**src/inc/sdo_defs.svh**
```systemverilog
`ifndef SDO_DEFS_SVH
`define SDO_DEFS_SVH

// Qualification period in microseconds
`define SDO_QUAL_TIME_US 40000
// Clock rate in kHz
`define SDO_CLK_KHZ 100000
// Cycles in one qualification period
`define SDO_QUAL_CYCLES (`SDO_QUAL_TIME_US * (`SDO_CLK_KHZ / 1000))
// Channel count and counter width
`define SDO_CHANNELS 8
`define SDO_CNT_W 22
// Reset values
`define SDO_CLEAN_RST 8'hff
`define SDO_FLAG_RST 1'b1
`define SDO_OE_RST 8'hff
`define SDO_UV_RST 1'b0
`define SDO_EN_N_RST 1'b1
`define SDO_CNT_RST 22'h000000

`endif

```
**src/inc/sdo_pkg.sv**
```systemverilog
`include "sdo_defs.svh"

package sdo_pkg;

   typedef logic [`SDO_CHANNELS-1:0] sdo_level_t;
   typedef logic [`SDO_CNT_W-1:0] sdo_count_t;

   // Bus-side pin group for the clean levels
   typedef struct packed {
      sdo_level_t level;
      sdo_level_t oe_n;
   } sdo_bus_s;

endpackage : sdo_pkg

```
**src/verilog/sdo_debounce.sv**
```systemverilog
`timescale 1ns/100ps
`include "sdo_defs.svh"

// Summary of operation
// - Clean output holds until input stable for 40 ms.
// - Inputs sampled each clock; same level needed over many samples.
// - Sampled input equal to clean output restarts its counter.
// - Full count with input unchanged loads input into output flop.
// - Opening and closing edges are filtered identically.
// - Change flag goes low when a qualified change occurs while enable is high.
// - Change flag updates in the same cycle as the clean output.
// - Clean outputs driven only while enable low, else released.
// - Enable low clears the change flag and holds it high.
// - Below undervoltage threshold, inputs pass straight through.
module sdo_debounce #(
   parameter int unsigned QUAL_CYCLES = `SDO_QUAL_CYCLES
) (
   // Clock and reset
   input wire logic ref_clk_i,
   input wire logic reset_i,
   // Switch contacts and supply monitor
   input wire logic [`SDO_CHANNELS-1:0] switch_raw_i,
   input wire logic undervolt_i,
   // Processor side
   input wire logic out_enable_n_i,
   output sdo_pkg::sdo_bus_s clean_bus_o,
   output logic state_moved_flag_n_o
);

   // ----------------------------------------
   // Input synchronisers
   // ----------------------------------------
   // Every input pin except reset_i is asynchronous to the clock, so two flops come first
   // Only the second flop of each pair feeds any logic
   sdo_pkg::sdo_level_t raw_meta;
   sdo_pkg::sdo_level_t raw_sync;

   always_ff @(posedge ref_clk_i) begin
      if (reset_i) begin
         raw_meta <= `SDO_CLEAN_RST;
         raw_sync <= `SDO_CLEAN_RST;
      end else begin
         raw_meta <= switch_raw_i;
         raw_sync <= raw_meta;
      end
   end

   // ----------------------------------------
   // Supply monitor
   // ----------------------------------------
   logic uv_meta;
   logic uv_sync;
   logic lockout;

   always_ff @(posedge ref_clk_i) begin
      if (reset_i) begin
         uv_meta <= `SDO_UV_RST;
         uv_sync <= `SDO_UV_RST;
      end else begin
         uv_meta <= undervolt_i;
         uv_sync <= uv_meta;
      end
   end

   // Lockout makes the whole stage transparent
   assign lockout = uv_sync;

   // ----------------------------------------
   // Enable synchroniser
   // ----------------------------------------
   logic en_meta;
   logic en_n_sync;
   logic poll_active;

   always_ff @(posedge ref_clk_i) begin
      if (reset_i) begin
         en_meta <= `SDO_EN_N_RST;
         en_n_sync <= `SDO_EN_N_RST;
      end else begin
         en_meta <= out_enable_n_i;
         en_n_sync <= en_meta;
      end
   end

   assign poll_active = !en_n_sync;

   // ----------------------------------------
   // Qualification counters
   // ----------------------------------------
   sdo_pkg::sdo_level_t clean_level;
   sdo_pkg::sdo_level_t differs;
   sdo_pkg::sdo_level_t load;
   sdo_pkg::sdo_count_t cnt [`SDO_CHANNELS];

   // terminal count from clock rate
   // Count width limits the period; a longer one needs a wider count
   localparam sdo_pkg::sdo_count_t TERMINAL = `SDO_CNT_W'(QUAL_CYCLES - 1);

   // compare of input and output gates counting
   assign differs = raw_sync ^ clean_level;

   for (genvar ch = 0; ch < `SDO_CHANNELS; ch++) begin : g_chan
      assign load[ch] = differs[ch] && (cnt[ch] == TERMINAL);

      // equal input restarts timing; both directions alike
      always_ff @(posedge ref_clk_i) begin
         if (reset_i) begin
            cnt[ch] <= `SDO_CNT_RST;
         end else if (!differs[ch] || load[ch] || lockout) begin
            cnt[ch] <= '0;
         end else begin
            cnt[ch] <= cnt[ch] + `SDO_CNT_W'(1);
         end
      end
   end

   // ----------------------------------------
   // Clean levels
   // ----------------------------------------
   sdo_pkg::sdo_level_t next_clean_level;

   // Counter runs only while input differs; any bounce back clears it
   // output changes only after full period; under lockout it follows input
   always_comb begin
      if (lockout) begin
         next_clean_level = raw_sync;
      end else begin
         next_clean_level = (clean_level & ~load) | (raw_sync & load);
      end
   end

   // Reset leaves every level high, as open contacts read high
   always_ff @(posedge ref_clk_i) begin
      if (reset_i) begin
         clean_level <= `SDO_CLEAN_RST;
      end else begin
         clean_level <= next_clean_level;
      end
   end

   // ----------------------------------------
   // Change flag
   // ----------------------------------------
   logic any_load;
   logic next_flag_n;

   // any channel update is a change; none under lockout
   assign any_load = |load && !lockout;

   // Limitation: a change that qualifies during a poll raises no flag;
   // software sees it only by comparing levels on its next poll
   // flag low on qualified change; same edge as output
   // enable low clears flag and overrides a new change
   always_comb begin
      if (poll_active) begin
         next_flag_n = 1'b1;
      end else if (any_load) begin
         next_flag_n = 1'b0;
      end else begin
         next_flag_n = state_moved_flag_n_o;
      end
   end

   always_ff @(posedge ref_clk_i) begin
      if (reset_i) begin
         state_moved_flag_n_o <= `SDO_FLAG_RST;
      end else begin
         state_moved_flag_n_o <= next_flag_n;
      end
   end

   // ----------------------------------------
   // Bus drive
   // ----------------------------------------
   sdo_pkg::sdo_bus_s next_bus;

   // Level flop mirrors clean_level so the pins come straight from a flop
   always_comb begin
      next_bus.level = next_clean_level;
      next_bus.oe_n = {`SDO_CHANNELS{en_n_sync}};
   end

   // Levels are registered apart from the enables
   always_ff @(posedge ref_clk_i) begin
      if (reset_i) begin
         clean_bus_o.level <= `SDO_CLEAN_RST;
      end else begin
         clean_bus_o.level <= next_bus.level;
      end
   end

   always_ff @(posedge ref_clk_i) begin
      if (reset_i) begin
         clean_bus_o.oe_n <= `SDO_OE_RST;
      end else begin
         clean_bus_o.oe_n <= next_bus.oe_n;
      end
   end

endmodule : sdo_debounce
```
**config.mk**
```make
export PLATFORM = sky130hd
export DESIGN_NAME = sdo_debounce
export DESIGN_NICKNAME = d
export VERILOG_FILES = /design/src/inc/sdo_pkg.sv /design/src/verilog/sdo_debounce.sv
export VERILOG_INCLUDE_DIRS = /design/src /design/src/inc
export SDC_FILE = /design/constraint.sdc
export NUM_CORES = 1
export LEC_CHECK = 0
export BUFFER_PORTS_ARGS = -buffer_cell sky130_fd_sc_hd__buf_2
export CAP_MARGIN = 10
export CORE_MARGIN = 3
export CORE_UTILIZATION = 50
export CTS_CLUSTER_SIZE = 8
export DETAILED_ROUTE_END_ITERATION = 10
export GPL_ROUTABILITY_DRIVEN = 0
export PLACE_DENSITY = 0.66
export SLEW_MARGIN = 15
export SYNTH_ARGS = -nofsm -noshare
export SYNTH_HDL_FRONTEND = slang
export SYNTH_SLANG_ARGS = --single-unit
```
**constraint.sdc**
```tcl
create_clock -name ref_clk_i -period 2.35 [get_ports ref_clk_i]
set_clock_uncertainty 0.1 [all_clocks]
set_input_delay 0.1175 -clock ref_clk_i [delete_from_list [all_inputs] [get_ports ref_clk_i]]
set_output_delay 0.1175 -clock ref_clk_i [all_outputs]
set_load 0.005 [all_outputs]
```
# [Yosys cells after proc, flatten, opt, wreduce, memory -nomap -nowiden]
# Memories as Yosys holds them, arrays and structs flattened.
# Index checks and enable logic that the tools add are counted.
[op_classes] addsub=8 n_eq_ne=8 mux=67 bitwise_logic=22 n_reduce_logical=36
[ops] cell="22-bit two-way mux" n=16
[ops] cell="22-bit by 1-bit adder with 22-bit output (second input constant)" n=8
[ops] cell="22-bit equality test (second input constant)" n=8
[ops] cell="1-bit two-way mux" n=50
[ops] cell="8-bit AND" n=2
[ops] cell="1-bit logical OR" n=16
[ops] cell="1-bit OR" n=16
[ops] cell="1-bit logical AND" n=9
[ops] cell="1-bit zero test" n=9
[ops] cell="8-bit two-way mux" n=1
[ops] cell="8-bit NOT" n=1
[ops] cell="8-bit OR" n=1
[ops] cell="8-bit OR reduction" n=1
[ops] cell="8-bit bitwise XOR" n=1
[ops] cell="2-bit OR reduction" n=1
[ops] cell="1-bit NOT" n=1
[totals] reg_bits=30 ram_bits=176 out_inout_bits=17 elab_cells=151 memories=1
[mem_list] name="cnt" words=8 width=22 rd=8 rd_ports_with_merged_regs=0 write_ports=8 line="sdo_debounce.sv:93" source="sdo_pkg::sdo_count_t cnt [`SDO_CHANNELS];"

# [Longest topological paths before layout]
# Gate-level depths: netlist (run 1).
[logic_depth] word_depth=9 ltp_mapped=8 depth_no_buf=6

# [Least setup slack after synthesis (run 1)]
# OpenSTA, ideal clock, no wires.
[synth_path] kind="reg2reg" start="memory cnt[0][57] (netlist bit)" end="memory cnt[0][65] (netlist bit), data pin" t_arrival_ps=1691 path_slack_ps=304 stages_incl_launch_ff=7 n_path_buf=1 path_cell_list="edfxtp_1 > or4b_1 > nor4_2 > nand2_1 > nand3_2 > buf_4 > nor2_1"
[synth_rtl] item="start, declared" line="sdo_debounce.sv:93"

==> run_results.csv, run 1 <==
group,metric,value,unit
floorplanning,die-area,0.0229,mm²
placement,dpl.hpwl,13200,µm
route,dr_total_vias,7331,
finish,area_delta_synth_final,19.9,%
worst_hold_path,hold_path.class,"in2reg",
critical_path,ff2ff_path_depth,6,
grt,antenna_found_initial,0,
grt,grt_pass1_wl,33000,µm
floorplanning,initial_core_util,51.6,%
power_and_ir_drop,p_leak,4.55,nW
power_and_ir_drop,cell_internal_pwr,6.62,mW
sta,fin_crit_sh,92.9,%
finish,fillerInstances,1772,
placement,dp_slack,0.122,ns
cts,htree_levels,1,
finish,final_common_cell,"nor2_1",
synthesis,synthArstFlopShare,0,%
route,maxUsedRoutingLayer,"met4",
power_and_ir_drop,p_clk_share,44.8,%
cts,cts_inserted_buffers,29,
route,drc,0,
synthesis,syn_area_per_cell,10.6,µm²
synthesis,ys_types,45,
critical_path,crit_end,"cnt[0][47]",
route,wl_met3,503,µm
sta,timing.final.crit_period,2.18,ns
grt,grt_pass1_vias,7112,
synthesis,synth-edff-count,176,
critical_path,timing.rr.start,"cnt[0][59]",
grt,grt_overflow,0,
finish,nets,1250,
sta,setup_viol,0,
sta,tightest_slew,0.557,ns
grt,track_usage,17.5,%
outcome,status,"finished clean",
finish,final_layout_size_suffix_gt1_share,9.42,%
synthesis,syn_area,0.0106,mm²
sta,grt_setup_unrepaired,"no",
sta,worst_slack,0.166,ns
synthesis,synth_cells,996,
sta,slew_headroom,62.8,%
route,wl_met1,9290,µm
critical_path,arrival,2.36,ns
cts,post_cts_buffers,0,
synthesis,synthFlopType,"edfxtp_1",
route,wl_per_cell,12.6,µm
critical_path,r2r_slack,0.17,ns
route,wl_met2,8890,µm
critical_path,end_kind,"register",
floorplanning,dieWidth,151,µm
sta,maxSlewViolCount,0,
floorplanning,ioPinCount,29,
power_and_ir_drop,sw_frac_of_total,21.4,%
route,drtPass1Iterations,4,
sta,fmax,0.458,GHz
cts,clkLatencyLatePin,0.53,ns
route,wirelength,19200,µm
floorplanning,fp.coreArea,0.0205,mm²
power_and_ir_drop,p_sw,1.80,mW
synthesis,ys_ff_latch,206,
finish,mostFrequentLayoutCells,"201 x nor2_1, 176 x edfxtp_1, 176 x conb_1, 91 x xnor2_1, 71 x xor2_1",
power_and_ir_drop,pwr-share-seq,50.8,%
sta,hold_violations,0,
finish,diodes,0,
critical_path,r2r_end,"cnt[0][47]",
synthesis,synth_warnings,0,
cts,cts_root_buffer,"clkbuf_16",
critical_path,path_class,"reg2reg",
cts,clk_pin_slew,0.05,ns
cts,cts_sinks,206,
critical_path,setup.worst_path.start,"cnt[0][59]",
critical_path,crit_path_max_fanout,22,
route,drtIter0Drc,312,
cts,cts.path.max_buffers,3,
synthesis,ys_seq_area_share,55.6,%
sta,timing.setup.tns,0,ns
cts,cts_tree,"yes",
power_and_ir_drop,power_density,663,mW/mm²
power_and_ir_drop,vdd_drop_max,0.707,mV
route,vias_per_cell,4.82,
job,cap_violations,0,
floorplanning,rows,52,
critical_path,worst_setup_path_start_kind,"register",
grt,grt_max_degree,24,
critical_path,worstPathRequired,2.52,ns
placement,io_buffers,28,
power_and_ir_drop,pwr-share-comb,4.3,%
floorplanning,die_y,151,µm
route,ant_nets,0,
worst min-delay path by stage:
stage                                from           to  slack, ns  depth (start not counted)
after CTS                 switch_raw_i[0]  raw_meta[0]       0.20                          3
after global placement    switch_raw_i[7]  raw_meta[7]       0.20                          2
after global routing      switch_raw_i[2]  raw_meta[2]       0.23                          3
after floorplan                   reset_i      lockout       0.09                          1
after detailed placement   out_enable_n_i      en_meta       0.20                          2
final                     switch_raw_i[0]  raw_meta[0]       0.21                          3
layout make-up:
type,instances,area (µm²),area share (%)
well taps,270,338,2.66
multi-input cells,901,5070,40.0
inverters,28,105,0.828
repair buffers,64,465,3.67
flip-flops and latches,206,5890,46.4
clock buffers,53,826,6.51
kinds of logic (layout without fill, tap and decap cells):
logic type      count (synthesis)  in the layout  synth area share (%)
mux                             7              7                 0.662
other cells                     1            176                0.0354
xor+xnor                      162            162                  13.4
fa+ha+maj                       8              8                 0.946
flops                         206            206                  55.6
buf+inv                        64            145                  2.99
simple gates                  525            525                  25.1
compound gates                 23             23                  1.23
power by group through the flow:
stage,clock network [mW],registers (mW),logic (mW)
5_1_grt,4.01,4.30,0.423
4_1_cts,3.90,4.28,0.356
6_report,3.77,4.28,0.366
3_5_place_dp,0,4.35,0.337
2_1_floorplan,0,4.31,0.273
3_3_place_gp,0,4.34,0.335
through the flow:
stage          cells  cell area (µm²)  hold slack (ns)  utilization [%]  power (mW)
2_1_floorplan   1171            11200           0.0891                -        4.58
3_3_place_gp    1457            11700            0.202             57.1        4.68
3_5_place_dp    1457            11700            0.203             57.1        4.69
4_1_cts         1522            12700            0.195             61.8        8.54
5_1_grt         1522            12700            0.227             61.9        8.73
6_report        1522            12700            0.213             61.9        8.42
critical path, stage by stage (launching register included):
cell and delay (ns):
edfxtp_1 0.43, or4b_1 0.55, nor4_2 0.41, nand2_1 0.12
nand3_2 0.11, buf_12 0.16, nor2_1 0.06
metal layers:
metal / GRT usage [%] / vias to the layer above
met5: 0 / -
met4: 5.08 / 0
met3: 2.65 / 30
met2: 29.0 / 81
met1: 24.1 / 3421
li1: - / 3799
synthesized netlist by cell type, drive strengths merged (21+ instances only):
| cell type | instances | area share, % |
|---|---|---|
| and3 | 25 | 1.5 |
| buf | 21 | 1.5 |
| dfxtp | 30 | 5.7 |
| edfxtp | 176 | 50 |
| inv | 27 | 0.96 |
| nand2 | 69 | 2.4 |
| nand3 | 70 | 3.5 |
| nand4 | 31 | 1.8 |
| nor2 | 201 | 7.1 |
| nor3 | 29 | 1.5 |
| nor4 | 23 | 1.5 |
| or2 | 21 | 1.2 |
| xnor2 | 91 | 7.5 |
| xor2 | 71 | 5.9 |
flip-flops by register name, indices dropped and copies added, names as in the netlist, named ones only:
signal / flops
clean_bus_o: 1
cnt: 176
en_meta: 1
en_n_sync: 1
lockout: 1
raw_meta: 8
raw_sync: 8
state_moved_flag_n_o: 1
uv_meta: 1
timing repair:
action	4_1_cts	5_1_grt
gates resized for setup	0	5
hold buffers	12	0
endpoints found under the setup margin	0	67
endpoints found under the hold margin	11	0
No activity file was read; power rests on OpenSTA's default activity.
==> inputs of run 2 (changes only) <==
PLACE_DENSITY = 0.69   (was 0.66)
clock period = 1.9 ns   (was 2.35 ns; I/O delays follow)
==> run_results.csv, run 2 (same netlist as run 1, synthesis figures left out) <==
group,metric,value,unit
sta,timing.final.crit_period,2.15,ns
route,drtPass1Iterations,5,
critical_path,crit_path_max_fanout,5,
grt,antenna_found_initial,0,
critical_path,slowest_delay,0.57,ns
critical_path,ff2ff_path_depth,6,
cts,clk_pin_slew,0.05,ns
critical_path,worstPathRequired,2.08,ns
outcome,status,"finished with violations",
critical_path,cp_num_buf_inv,1,
cts,htree_levels,1,
finish,final_layout_size_suffix_gt1_share,27.1,%
route,dr_total_vias,8112,
finish,regMostFlops,"cnt",
critical_path,worst_setup_path_start_kind,"register",
route,wirelength,22400,µm
floorplanning,rows,52,
route,drtIter0Drc,316,
placement,dpl.hpwl,14300,µm
sta,worst_slack,-0.251,ns
critical_path,timing.rr.start,"cnt[1][56]",
route,vias_per_cell,4.83,
placement,dp_slack,-0.203,ns
critical_path,slowest_stage,"or4b_4",
floorplanning,die_y,151,µm
sta,setup_viol,115,
sta,fmax,0.465,GHz
worst_hold_path,min-delay-start,"switch_raw_i[5]",
critical_path,path_class,"reg2reg",
sta,hold_violations,0,
floorplanning,dieWidth,151,µm
grt,grt_max_degree,23,
floorplanning,die-area,0.0229,mm²
sta,grt_setup_unrepaired,"yes",
finish,diodes,0,
finish,largest_reg_flops,176,
power_and_ir_drop,p_leak,5.55,nW
job,cap_violations,0,
critical_path,cp_top_family,"simple AND/OR/NAND/NOR gates",
cts,cts_tree,"yes",
finish,nets,1407,
route,ant_nets,0,
critical_path,crit_end,"cnt[1][55]",
critical_path,end_kind,"register",
sta,fin_crit_sh,113,%
finish,mostFrequentLayoutCells,"176 x edfxtp_1, 176 x conb_1, 152 x buf_4, 134 x nor2_1, 91 x xnor2_1",
grt,track_usage,18.4,%
critical_path,arrival,2.33,ns
cts,cts_root_buffer,"clkbuf_16",
grt,grt_pass1_wl,34600,µm
finish,area_delta_synth_final,39.4,%
cts,cts_inserted_buffers,29,
floorplanning,initial_core_util,51.6,%
cts,cts_sinks,206,
route,wl_per_cell,13.3,µm
critical_path,r2r_slack,-0.25,ns
cts,clkLatencyLatePin,0.54,ns
sta,maxSlewViolCount,0,
sta,timing.setup.tns,-18.79,ns
critical_path,setup.worst_path.start,"cnt[1][56]",
grt,grt_overflow,0,
route,drc,0,
worst_hold_path,hold_path.class,"in2reg",
power_and_ir_drop,power_density,725,mW/mm²
critical_path,path_depth,6,
floorplanning,fp.coreArea,0.0205,mm²
critical_path,r2r_end,"cnt[1][55]",
power_and_ir_drop,vdd_drop_max,0.761,mV
grt,grt_pass1_vias,7731,
power_and_ir_drop,p_total,10.7,mW
placement,io_buffers,28,
floorplanning,ioPinCount,29,
cts,cts.path.max_buffers,3,
outcome,violations,"setup timing",
critical_path,cp_cell_sequence,"or4b_4 > nor4_4 > nand2_1 > nand3_4 > clkbuf_16 > nor2_2",
finish,largestRegisters,"cnt: 176 flops, raw_meta: 8 flops, raw_sync: 8 flops",
## run 2: cell types whose count changed in the layout (fill, tap and decap cells not counted), sizes merged
cell,change
inv,+1
dlygate4sd3,+5
buf,+146
clkbuf,+6
## run 2: area by class of cell
type / instances / area [µm²]
flip-flops and latches: 206 / 5890
clock inverters: 1 / 8.76
fillers: 1461 / 5740
clock buffers: 53 / 826
inverters: 28 / 105
multi-input cells: 901 / 5670
repair buffers: 221 / 1910
well taps: 270 / 338
## run 2: routing by layer
metal	routed length (µm)	share of wire, %	vias up	track usage, %
li1	-	-	4118	-
met1	9880	44	3772	24.2
met2	10800	48	159	31.3
met3	969	4.3	63	3.15
met4	719	3.2	0	5.85
met5	0	0	-	0
## run 2: power by group
group / switching, mW / leakage, nW / total, mW / internal (mW)
Clock: 1.80 / 0.396 / 4.68 / 2.88
Sequential: 0.140 / 2.06 / 5.25 / 5.11
Combinational: 0.394 / 3.09 / 0.767 / 0.373
Total: 2.34 / 5.55 / 10.7 / 8.36
## run 2: timing repair
item,4_1_cts,5_1_grt
pin swaps,5,47
gates cloned,3,6
buffers inserted,10,15
resized for setup,30,142
endpoints found under the hold margin,15,0
endpoints found under the setup margin,137,163
hold buffers,17,0
## run 2: how the worst min path moves through the flow
stage | end | slack (ns) | cells past startpoint
after global placement | en_meta | 0.18 | 2
final | raw_meta[5] | 0.22 | 3
after global routing | raw_meta[5] | 0.22 | 3
after detailed placement | raw_meta[4] | 0.18 | 2
after floorplan | lockout | 0.07 | 1
after CTS | raw_meta[5] | 0.20 | 3
## run 2: metrics by stage
step	std cells	cell area (µm²)	utilization, %	hold slack, ns
3_5_place_dp	1582	12700	62.2	0.180
4_1_cts	1665	14000	68.5	0.202
3_3_place_gp	1582	12700	62.2	0.179
6_report	1680	14800	72.0	0.217
2_1_floorplan	1171	11300	-	0.0666
5_1_grt	1680	14800	72.0	0.221
## run 2: worst register-to-register path: stages (launching register included)
cell and delay, ns:
edfxtp_1 0.42, or4b_4 0.57, nor4_4 0.32, nand2_1 0.14, nand3_4 0.15, clkbuf_16 0.17
nor2_2 0.04
